$ cat src/soft_reset_consts.vh
/*
 * constants for the i2c soft reset register slave: bus codes, register offset,
 * widths and timing. assumes it is included by bare name from the design files.
 */
`ifndef SOFT_RESET_CONSTS_VH
`define SOFT_RESET_CONSTS_VH

// ************************************************************
// register map
// ************************************************************
`define SRST_REG_ADDR 8'h7c
`define SRST_REG_WIDTH 8
`define BYTE_WIDTH 8
`define ADDR_WIDTH 7
`define SLAVE_ADDR_DEF 7'h3a
`define READ_FILL 8'hff

// ************************************************************
// timing
// ************************************************************
`define SRST_PULSE_CYC 4'h4
`define BIT_CNT_LAST 4'h8
`define BIT_CNT_ZERO 4'h0

`endif

$ cat src/pin_sync.v
/*
 * three-flop input synchroniser with agreement filter.
 * assumes the input is asynchronous to clk_sys; output changes only once
 * stages two and three agree.
 */
module pin_sync #(
	parameter RESET_LEVEL = 1'b1
) (
	// clock and reset
	input wire clk_sys,
	input wire rst_n,
	input wire clk_en,
	// pin
	input wire pin_in,
	output reg pin_out
);

reg s1_r;
reg s2_r;
reg s3_r;

// first stage feeds only the second
always @(posedge clk_sys or negedge rst_n) begin
	if (!rst_n) begin
		s1_r <= RESET_LEVEL;
		s2_r <= RESET_LEVEL;
		s3_r <= RESET_LEVEL;
		pin_out <= RESET_LEVEL;
	end else if (clk_en) begin
		s1_r <= pin_in;
		s2_r <= s1_r;
		s3_r <= s2_r;
		if (s2_r == s3_r)
			pin_out <= s3_r;
	end
end

endmodule

$ cat src/soft_reset_i2c.v
/*
 * i2c slave front end for the eight-bit software reset register.
 * assumes scl and sda are open-drain pins sampled on clk_sys; the device
 * reset domain consumes soft_rst_pulse and keeps dac data, latch and clear.
 */
`include "soft_reset_consts.vh"

module soft_reset_i2c #(
	parameter [`ADDR_WIDTH-1:0] SLAVE_ADDR = `SLAVE_ADDR_DEF
) (
	// clock, reset, enable
	input wire clk_sys,
	input wire resetn,
	input wire clk_en,
	// i2c pins
	input wire scl_in,
	input wire sda_in,
	output reg sda_out,
	output reg sda_oe_n,
	// device reset
	output reg soft_rst_pulse,
	output reg soft_rst_keep_dac,
	// status
	output reg busy
);

// ************************************************************
// reset and pin conditioning
// ************************************************************
reg rst_a_r;
reg rst_n_r;

always @(posedge clk_sys or negedge resetn) begin
	if (!resetn) begin
		rst_a_r <= 1'b0;
		rst_n_r <= 1'b0;
	end else begin
		rst_a_r <= 1'b1;
		rst_n_r <= rst_a_r;
	end
end

wire scl_s;
wire sda_s;

pin_sync #(.RESET_LEVEL(1'b1)) u_scl_sync (
	.clk_sys(clk_sys),
	.rst_n(rst_n_r),
	.clk_en(clk_en),
	.pin_in(scl_in),
	.pin_out(scl_s)
);

pin_sync #(.RESET_LEVEL(1'b1)) u_sda_sync (
	.clk_sys(clk_sys),
	.rst_n(rst_n_r),
	.clk_en(clk_en),
	.pin_in(sda_in),
	.pin_out(sda_s)
);

reg scl_d_r;
reg sda_d_r;

wire scl_rise = scl_s & ~scl_d_r;
wire scl_fall = ~scl_s & scl_d_r;
wire start_det = scl_s & scl_d_r & sda_d_r & ~sda_s;
wire stop_det = scl_s & scl_d_r & ~sda_d_r & sda_s;

// ************************************************************
// byte state machine
// ************************************************************
localparam [5:0] ST_IDLE = 6'b000001;
localparam [5:0] ST_DEVADDR = 6'b000010;
localparam [5:0] ST_REGADDR = 6'b000100;
localparam [5:0] ST_WDATA = 6'b001000;
localparam [5:0] ST_RDATA = 6'b010000;
localparam [5:0] ST_ACK = 6'b100000;

reg [5:0] state_r;
reg [5:0] state_nxt;
reg [5:0] after_ack_r;
reg [5:0] after_ack_nxt;
reg [3:0] bit_cnt_r;
reg [3:0] bit_cnt_nxt;
reg [`BYTE_WIDTH-1:0] shift_r;
reg [`BYTE_WIDTH-1:0] shift_nxt;
reg reg_hit_r;
reg reg_hit_nxt;
reg fire_r;
reg fire_nxt;
reg drive_r;
reg drive_nxt;
reg [3:0] pulse_cnt_r;
wire [`BYTE_WIDTH-1:0] shift_in = {shift_r[`BYTE_WIDTH-2:0], sda_s};
// fill byte lined up so that its msb is the bit now due on the wire
wire [`BYTE_WIDTH-1:0] fill_sh = `READ_FILL << bit_cnt_r;

always @* begin
	state_nxt = state_r;
	after_ack_nxt = after_ack_r;
	bit_cnt_nxt = bit_cnt_r;
	shift_nxt = shift_r;
	reg_hit_nxt = reg_hit_r;
	// fire is held through the whole ack so the pulse waits for the ack clock to fall
	fire_nxt = fire_r;
	drive_nxt = drive_r;
	if (start_det) begin
		// repeated start aborts any pending byte without a reset
		state_nxt = ST_DEVADDR;
		bit_cnt_nxt = `BIT_CNT_ZERO;
		drive_nxt = 1'b0;
		reg_hit_nxt = 1'b0;
		fire_nxt = 1'b0;
	end else if (stop_det) begin
		state_nxt = ST_IDLE;
		drive_nxt = 1'b0;
		fire_nxt = 1'b0;
	end else begin
		case (state_r)
		ST_IDLE: begin
			drive_nxt = 1'b0;
		end
		ST_DEVADDR, ST_REGADDR, ST_WDATA: begin
			if (scl_rise) begin
				shift_nxt = shift_in;
				bit_cnt_nxt = bit_cnt_r + 4'h1;
			end
			if (scl_fall && bit_cnt_r == `BIT_CNT_LAST) begin
				bit_cnt_nxt = `BIT_CNT_ZERO;
				state_nxt = ST_ACK;
				drive_nxt = 1'b1;
				after_ack_nxt = ST_IDLE;
				if (state_r == ST_DEVADDR) begin
					if (shift_r[`BYTE_WIDTH-1:1] != SLAVE_ADDR) begin
						state_nxt = ST_IDLE;
						drive_nxt = 1'b0;
					end else if (shift_r[0])
						after_ack_nxt = ST_RDATA;
					else
						after_ack_nxt = ST_REGADDR;
				end else if (state_r == ST_REGADDR) begin
					reg_hit_nxt = (shift_r == `SRST_REG_ADDR);
					after_ack_nxt = ST_WDATA;
				end else begin
					// any value counts; only one byte accepted per access
					fire_nxt = reg_hit_r;
					after_ack_nxt = ST_IDLE;
				end
			end
		end
		ST_ACK: begin
			if (scl_fall) begin
				// the pulse is launched from fire_r in this very cycle
				fire_nxt = 1'b0;
				drive_nxt = 1'b0;
				state_nxt = after_ack_r;
				if (after_ack_r == ST_RDATA)
					drive_nxt = ~fill_sh[`BYTE_WIDTH-1];
			end
		end
		ST_RDATA: begin
			// undefined fill byte msb first; the ninth slot is left to the master
			if (scl_rise)
				bit_cnt_nxt = bit_cnt_r + 4'h1;
			if (scl_fall) begin
				if (bit_cnt_r < `BIT_CNT_LAST)
					drive_nxt = ~fill_sh[`BYTE_WIDTH-1];
				else
					drive_nxt = 1'b0;
				if (bit_cnt_r > `BIT_CNT_LAST) begin
					bit_cnt_nxt = `BIT_CNT_ZERO;
					state_nxt = ST_IDLE;
				end
			end
		end
		default: begin
			state_nxt = ST_IDLE;
			drive_nxt = 1'b0;
		end
		endcase
	end
end

always @(posedge clk_sys or negedge rst_n_r) begin
	if (!rst_n_r) begin
		state_r <= ST_IDLE;
		after_ack_r <= ST_IDLE;
		bit_cnt_r <= `BIT_CNT_ZERO;
		shift_r <= 8'h00;
		reg_hit_r <= 1'b0;
		fire_r <= 1'b0;
		drive_r <= 1'b0;
		scl_d_r <= 1'b1;
		sda_d_r <= 1'b1;
	end else if (clk_en) begin
		state_r <= state_nxt;
		after_ack_r <= after_ack_nxt;
		bit_cnt_r <= bit_cnt_nxt;
		shift_r <= shift_nxt;
		reg_hit_r <= reg_hit_nxt;
		fire_r <= fire_nxt;
		drive_r <= drive_nxt;
		scl_d_r <= scl_s;
		sda_d_r <= sda_s;
	end
end

// ************************************************************
// outputs
// ************************************************************
// fire_r waits until the ack clock falls, so the ack is complete first
always @(posedge clk_sys or negedge rst_n_r) begin
	if (!rst_n_r) begin
		pulse_cnt_r <= 4'h0;
		soft_rst_pulse <= 1'b0;
		soft_rst_keep_dac <= 1'b0;
		sda_out <= 1'b0;
		sda_oe_n <= 1'b1;
		busy <= 1'b0;
	end else if (clk_en) begin
		if (fire_r && state_r == ST_ACK && scl_fall)
			pulse_cnt_r <= `SRST_PULSE_CYC;
		else if (pulse_cnt_r != 4'h0)
			pulse_cnt_r <= pulse_cnt_r - 4'h1;
		soft_rst_pulse <= (pulse_cnt_r != 4'h0);
		soft_rst_keep_dac <= (pulse_cnt_r != 4'h0);
		sda_out <= 1'b0;
		sda_oe_n <= ~drive_r;
		busy <= (state_r != ST_IDLE);
	end
end

endmodule

$ cat config.mk
export PLATFORM = sky130hd
export DESIGN_NAME = soft_reset_i2c
export DESIGN_NICKNAME = d
export VERILOG_FILES = /design/src/pin_sync.v /design/src/soft_reset_i2c.v
export VERILOG_INCLUDE_DIRS = /design/src /design/src/src
export SDC_FILE = /design/constraint.sdc
export NUM_CORES = 1
export LEC_CHECK = 0
export ABC_AREA = 1
export ABC_CLOCK_PERIOD_IN_PS = 2820
export BUFFER_PORTS_ARGS = -buffer_cell sky130_fd_sc_hd__buf_2
export CORE_ASPECT_RATIO = 1.5
export CORE_MARGIN = 2
export CORE_UTILIZATION = 60
export CTS_CLUSTER_SIZE = 10
export DETAILED_ROUTE_END_ITERATION = 16
export GPL_ROUTABILITY_DRIVEN = 0
export PLACE_DENSITY = 0.88
export SLEW_MARGIN = 10
export SYNTH_ARGS = -nofsm -noshare
export SYNTH_HDL_FRONTEND = slang
export SYNTH_SLANG_ARGS = --single-unit
$ cat constraint.sdc
create_clock -name clk_sys -period 2.82 [get_ports clk_sys]
set_input_delay 0.141 -clock clk_sys [delete_from_list [all_inputs] [get_ports clk_sys]]
set_output_delay 0.141 -clock clk_sys [all_outputs]
set_load 0.005 [all_outputs]
==> reports/metrics.json <==
{
  "sta": {
    "report.final.slew_viol_count": 0,
    "fin_crit_share": 0.669,
    "setup_total_negative_slack_ns": 0,
    "slew-limit-headroom": 0.610,
    "setup_repair_after_global_routing_missed_its_margin": "false",
    "post_route_skew_ns": 0.00568,
    "timing.final.hold_violations": 0,
    "max_clock_freq_mhz": 530,
    "timing.final.crit_period_ns": 1.89,
    "tightest_slew_ns": 0.586,
    "setup_viol": 0
  },
  "drt": {
    "routed_wirelength_um": 5000,
    "firstDrtPassIters": 4,
    "route.detailed.wl_per_inst_um": 13.6,
    "vias": 2042,
    "detail_route.vias_per_cell": 5.53,
    "drtAntennaViolNets": 0,
    "detail_route.drc_violations": 0,
    "first_iteration_detailed_routing_drc_count": 80
  },
  "global_route": {
    "grt.overflow.total": 0,
    "antenna_found_initial": 0,
    "largest_net_degree_at_the_start_of_global_routing": 28,
    "grt_first_pass_wirelength_um": 8670,
    "via_count_of_the_first_global_routing_pass": 2047,
    "grt_usage": 0.271
  },
  "pwr": {
    "leakage_uw": 0.00130,
    "powerDensity_mw_per_mm2": 606,
    "report.power.total_uw": 1550,
    "vdd_drop_max_mv": 0.466
  },
  "clock_network": {
    "post_cts.resized_instances": 0,
    "cts_buffers": 5,
    "clock_latency_ns": 0.30,
    "clk_pin_slew_ns": 0.08,
    "cts_htree_levels": 2,
    "tritoncts": "built",
    "cts_sinks": 44,
    "clock_tree.buffer_depth": 2,
    "cts_root_buf": "sky130_fd_sc_hd__clkbuf_8"
  },
  "floorplanning": {
    "core.rowCount": 27,
    "initial_core_util": 0.631,
    "dieWidth_um": 55.1,
    "core_area_mm2": 0.00372,
    "die_area_mm2": 0.00444,
    "design.portCount": 10,
    "die-height_um": 80.6
  },
  "final_layout": {
    "diodes": 0,
    "synthToLayoutAreaGrowth_pct": 8.85,
    "num-nets-final": 334,
    "n_fill_cell": 314,
    "post_route_cells_drive_above_1_share": 0.132
  },
  "placed_design": {
    "dpl.hpwl_um": 3500,
    "port_buffers": 8
  },
  "worst_setup_path": {
    "cp_data_arrival_time_ns": 2.08,
    "critical_path.startpoint_type": "flop",
    "worst_path_largest_cell_delay_ns": 0.44,
    "regToRegSetupSlack_ns": 0.93,
    "worst-setup-path-type": "flop to flop",
    "cp_cell_sequence": "inv_1 > ha_1 > nand3_1 > nand2_1 > nand2_1 > nand2_1 > nand2_1 > nand4_2 > nand2_1 > nand2_1",
    "cp.required_ns": 3.01,
    "critical_path.endpoint_type": "flop",
    "cp_max_fo": 6,
    "critPathSlowestCell": "sky130_fd_sc_hd__dfrtp_1",
    "timing.critical_path.mode_cell": "sky130_fd_sc_hd__nand2_1"
  },
  "logic_synthesis": {
    "postSynth.asyncResetShare": 1.00,
    "count_of_flip_flops_with_a_built_in_enable_after_synthesis": 0,
    "synthesis.area_per_instance_um2": 7.45,
    "yosysWarningCount": 0,
    "synth_seq_area_share": 0.476,
    "syn_nets": 324,
    "postSynth.topFlopCell": "sky130_fd_sc_hd__dfrtp_1",
    "yosys.cell_types.count": 27,
    "post_syn_area_mm2": 0.00235,
    "synth_cells": 315,
    "synth-seq-cells": 44
  },
  "job": {
    "timing.max_cap.violations": 0
  },
  "outcome": {
    "status": "complete, no violations"
  },
  "worst_hold_path": {
    "worstHoldPathType": "primary input to flop"
  }
}
## per-layer routing
layer / share of wire / GRT usage
met2: 0.52 / 0.440
met5: 0 / 0
met3: 0.041 / 0.0465
met1: 0.41 / 0.320
met4: 0.031 / 0.166
## where the power goes
| group | switching [uW] | leakage, uW | internal, uW | total, uW |
|---|---|---|---|---|
| logic | 154 | 0.000698 | 72.2 | 226 |
| registers | 53.1 | 0.000537 | 697 | 750 |
| clock network | 217 | 0.0000654 | 354 | 571 |
## through the flow
stage | hold slack [ns] | area, um2 | util | setup WS (ns) | cells
floorplan | -0.155 | 2350 | - | 1.23 | 315
global route | 0.0698 | 2550 | 0.687 | 0.749 | 369
global placement | -0.0739 | 2410 | 0.649 | 1.04 | 360
CTS | 0.0575 | 2550 | 0.687 | 0.983 | 369
finish | 0.0548 | 2550 | 0.687 | 0.933 | 369
detailed placement | -0.0690 | 2410 | 0.649 | 1.02 | 360
## sequential cells by signal, summed over array words and instances (netlist names), 4 cells and up
| signal | count |
|---|---|
| pulse_cnt_r | 4 |
| state_r | 6 |
| bit_cnt_r | 4 |
| after_ack_r | 4 |
| shift_r | 8 |
## cell families (layout without fill, tap and decap cells)
logic type | count (synthesis) | in the layout | share of synthesized area
simple gates | 175 | 175 | 0.324
fa+ha+maj | 4 | 4 | 0.0213
compound gates | 43 | 43 | 0.0960
flops | 44 | 44 | 0.476
buf+inv | 47 | 58 | 0.0795
other cells | 2 | 2 | 0.00320
## cell usage after synthesis, types with 4 or more instances
library cell	number	area, um2
sky130_fd_sc_hd__nand2_1	91	342
sky130_fd_sc_hd__nor2_1	39	146
sky130_fd_sc_hd__inv_1	37	139
sky130_fd_sc_hd__dfrtp_1	31	776
sky130_fd_sc_hd__nand3_1	27	135
sky130_fd_sc_hd__o21ai_0	26	130
sky130_fd_sc_hd__dfstp_2	13	342
sky130_fd_sc_hd__o21ai_1	7	35.0
sky130_fd_sc_hd__a21oi_1	6	30.0
sky130_fd_sc_hd__nand4_1	6	37.5
sky130_fd_sc_hd__nor2_2	5	31.3
sky130_fd_sc_hd__ha_1	4	50.1
## final timing paths
| check | from | endpoint | cells after the start |
|---|---|---|---|
| hold reg to reg | rst_n_r | busy | 0 |
| hold / removal | scl_in | u_scl_sync.s1_r | 3 |
| setup reg to reg | bit_cnt_r[0] | state_r[3] | 10 |
| min in group asynchronous | resetn | rst_n_r | 2 |
| setup / recovery | bit_cnt_r[0] | state_r[3] | 10 |
| max in group asynchronous | rst_n_r | u_scl_sync.s3_r | 1 |
## repair_timing
| action | 4_1_cts | 5_1_grt |
|---|---|---|
| hold endpoints to repair | 2 | 0 |
| buffers inserted | 0 | 0 |
| hold buffers | 1 | 0 |
## layout make-up
cell class              instances  area, um2  area share
well taps                      43       53.8      0.0211
inverters                      40        150      0.0588
flip-flops and latches         44       1120       0.438
repair buffers                 10       57.6      0.0225
clock buffers                   6       72.6      0.0284
multi-input cells             224       1040       0.408
clock inverters                 2       60.1      0.0235
## worst max-delay path: cells and delay by family (launching register included)
kind          cells  cell delay [ns]
simple gates      8             1.06
buf+inv           1             0.08
fa+ha+maj         1             0.19
flops             1             0.44
## cells in the final DEF (no fill, tap or decap)
| cell | n |
|---|---|
| sky130_fd_sc_hd__nand4_2 | 2 |
| sky130_fd_sc_hd__bufinv_16 | 2 |
| sky130_fd_sc_hd__nand3_2 | 2 |
| sky130_fd_sc_hd__dfstp_2 | 13 |
| sky130_fd_sc_hd__o21ai_0 | 26 |
| sky130_fd_sc_hd__a21oi_1 | 6 |
| sky130_fd_sc_hd__conb_1 | 2 |
| sky130_fd_sc_hd__buf_4 | 1 |
| sky130_fd_sc_hd__ha_1 | 4 |
| sky130_fd_sc_hd__a31oi_1 | 1 |
| sky130_fd_sc_hd__inv_2 | 2 |
| sky130_fd_sc_hd__a21o_1 | 1 |
| sky130_fd_sc_hd__o21ai_2 | 1 |
| sky130_fd_sc_hd__dlygate4sd3_1 | 1 |
| sky130_fd_sc_hd__nand2_1 | 91 |
| sky130_fd_sc_hd__nor2_4 | 1 |
| sky130_fd_sc_hd__nand4_1 | 6 |
| sky130_fd_sc_hd__o21bai_1 | 1 |
| sky130_fd_sc_hd__nor2_1 | 39 |
| sky130_fd_sc_hd__inv_1 | 37 |
| sky130_fd_sc_hd__clkbuf_8 | 5 |
| sky130_fd_sc_hd__nand2_2 | 1 |
| sky130_fd_sc_hd__nor3_1 | 1 |
| sky130_fd_sc_hd__nand3_1 | 27 |
| sky130_fd_sc_hd__buf_2 | 8 |
| sky130_fd_sc_hd__clkinv_1 | 1 |
| sky130_fd_sc_hd__nor2_2 | 5 |
| sky130_fd_sc_hd__o21ai_1 | 7 |
| sky130_fd_sc_hd__dfrtp_1 | 31 |
| sky130_fd_sc_hd__clkbuf_1 | 1 |
No activity file was read; power rests on OpenSTA's default activity.
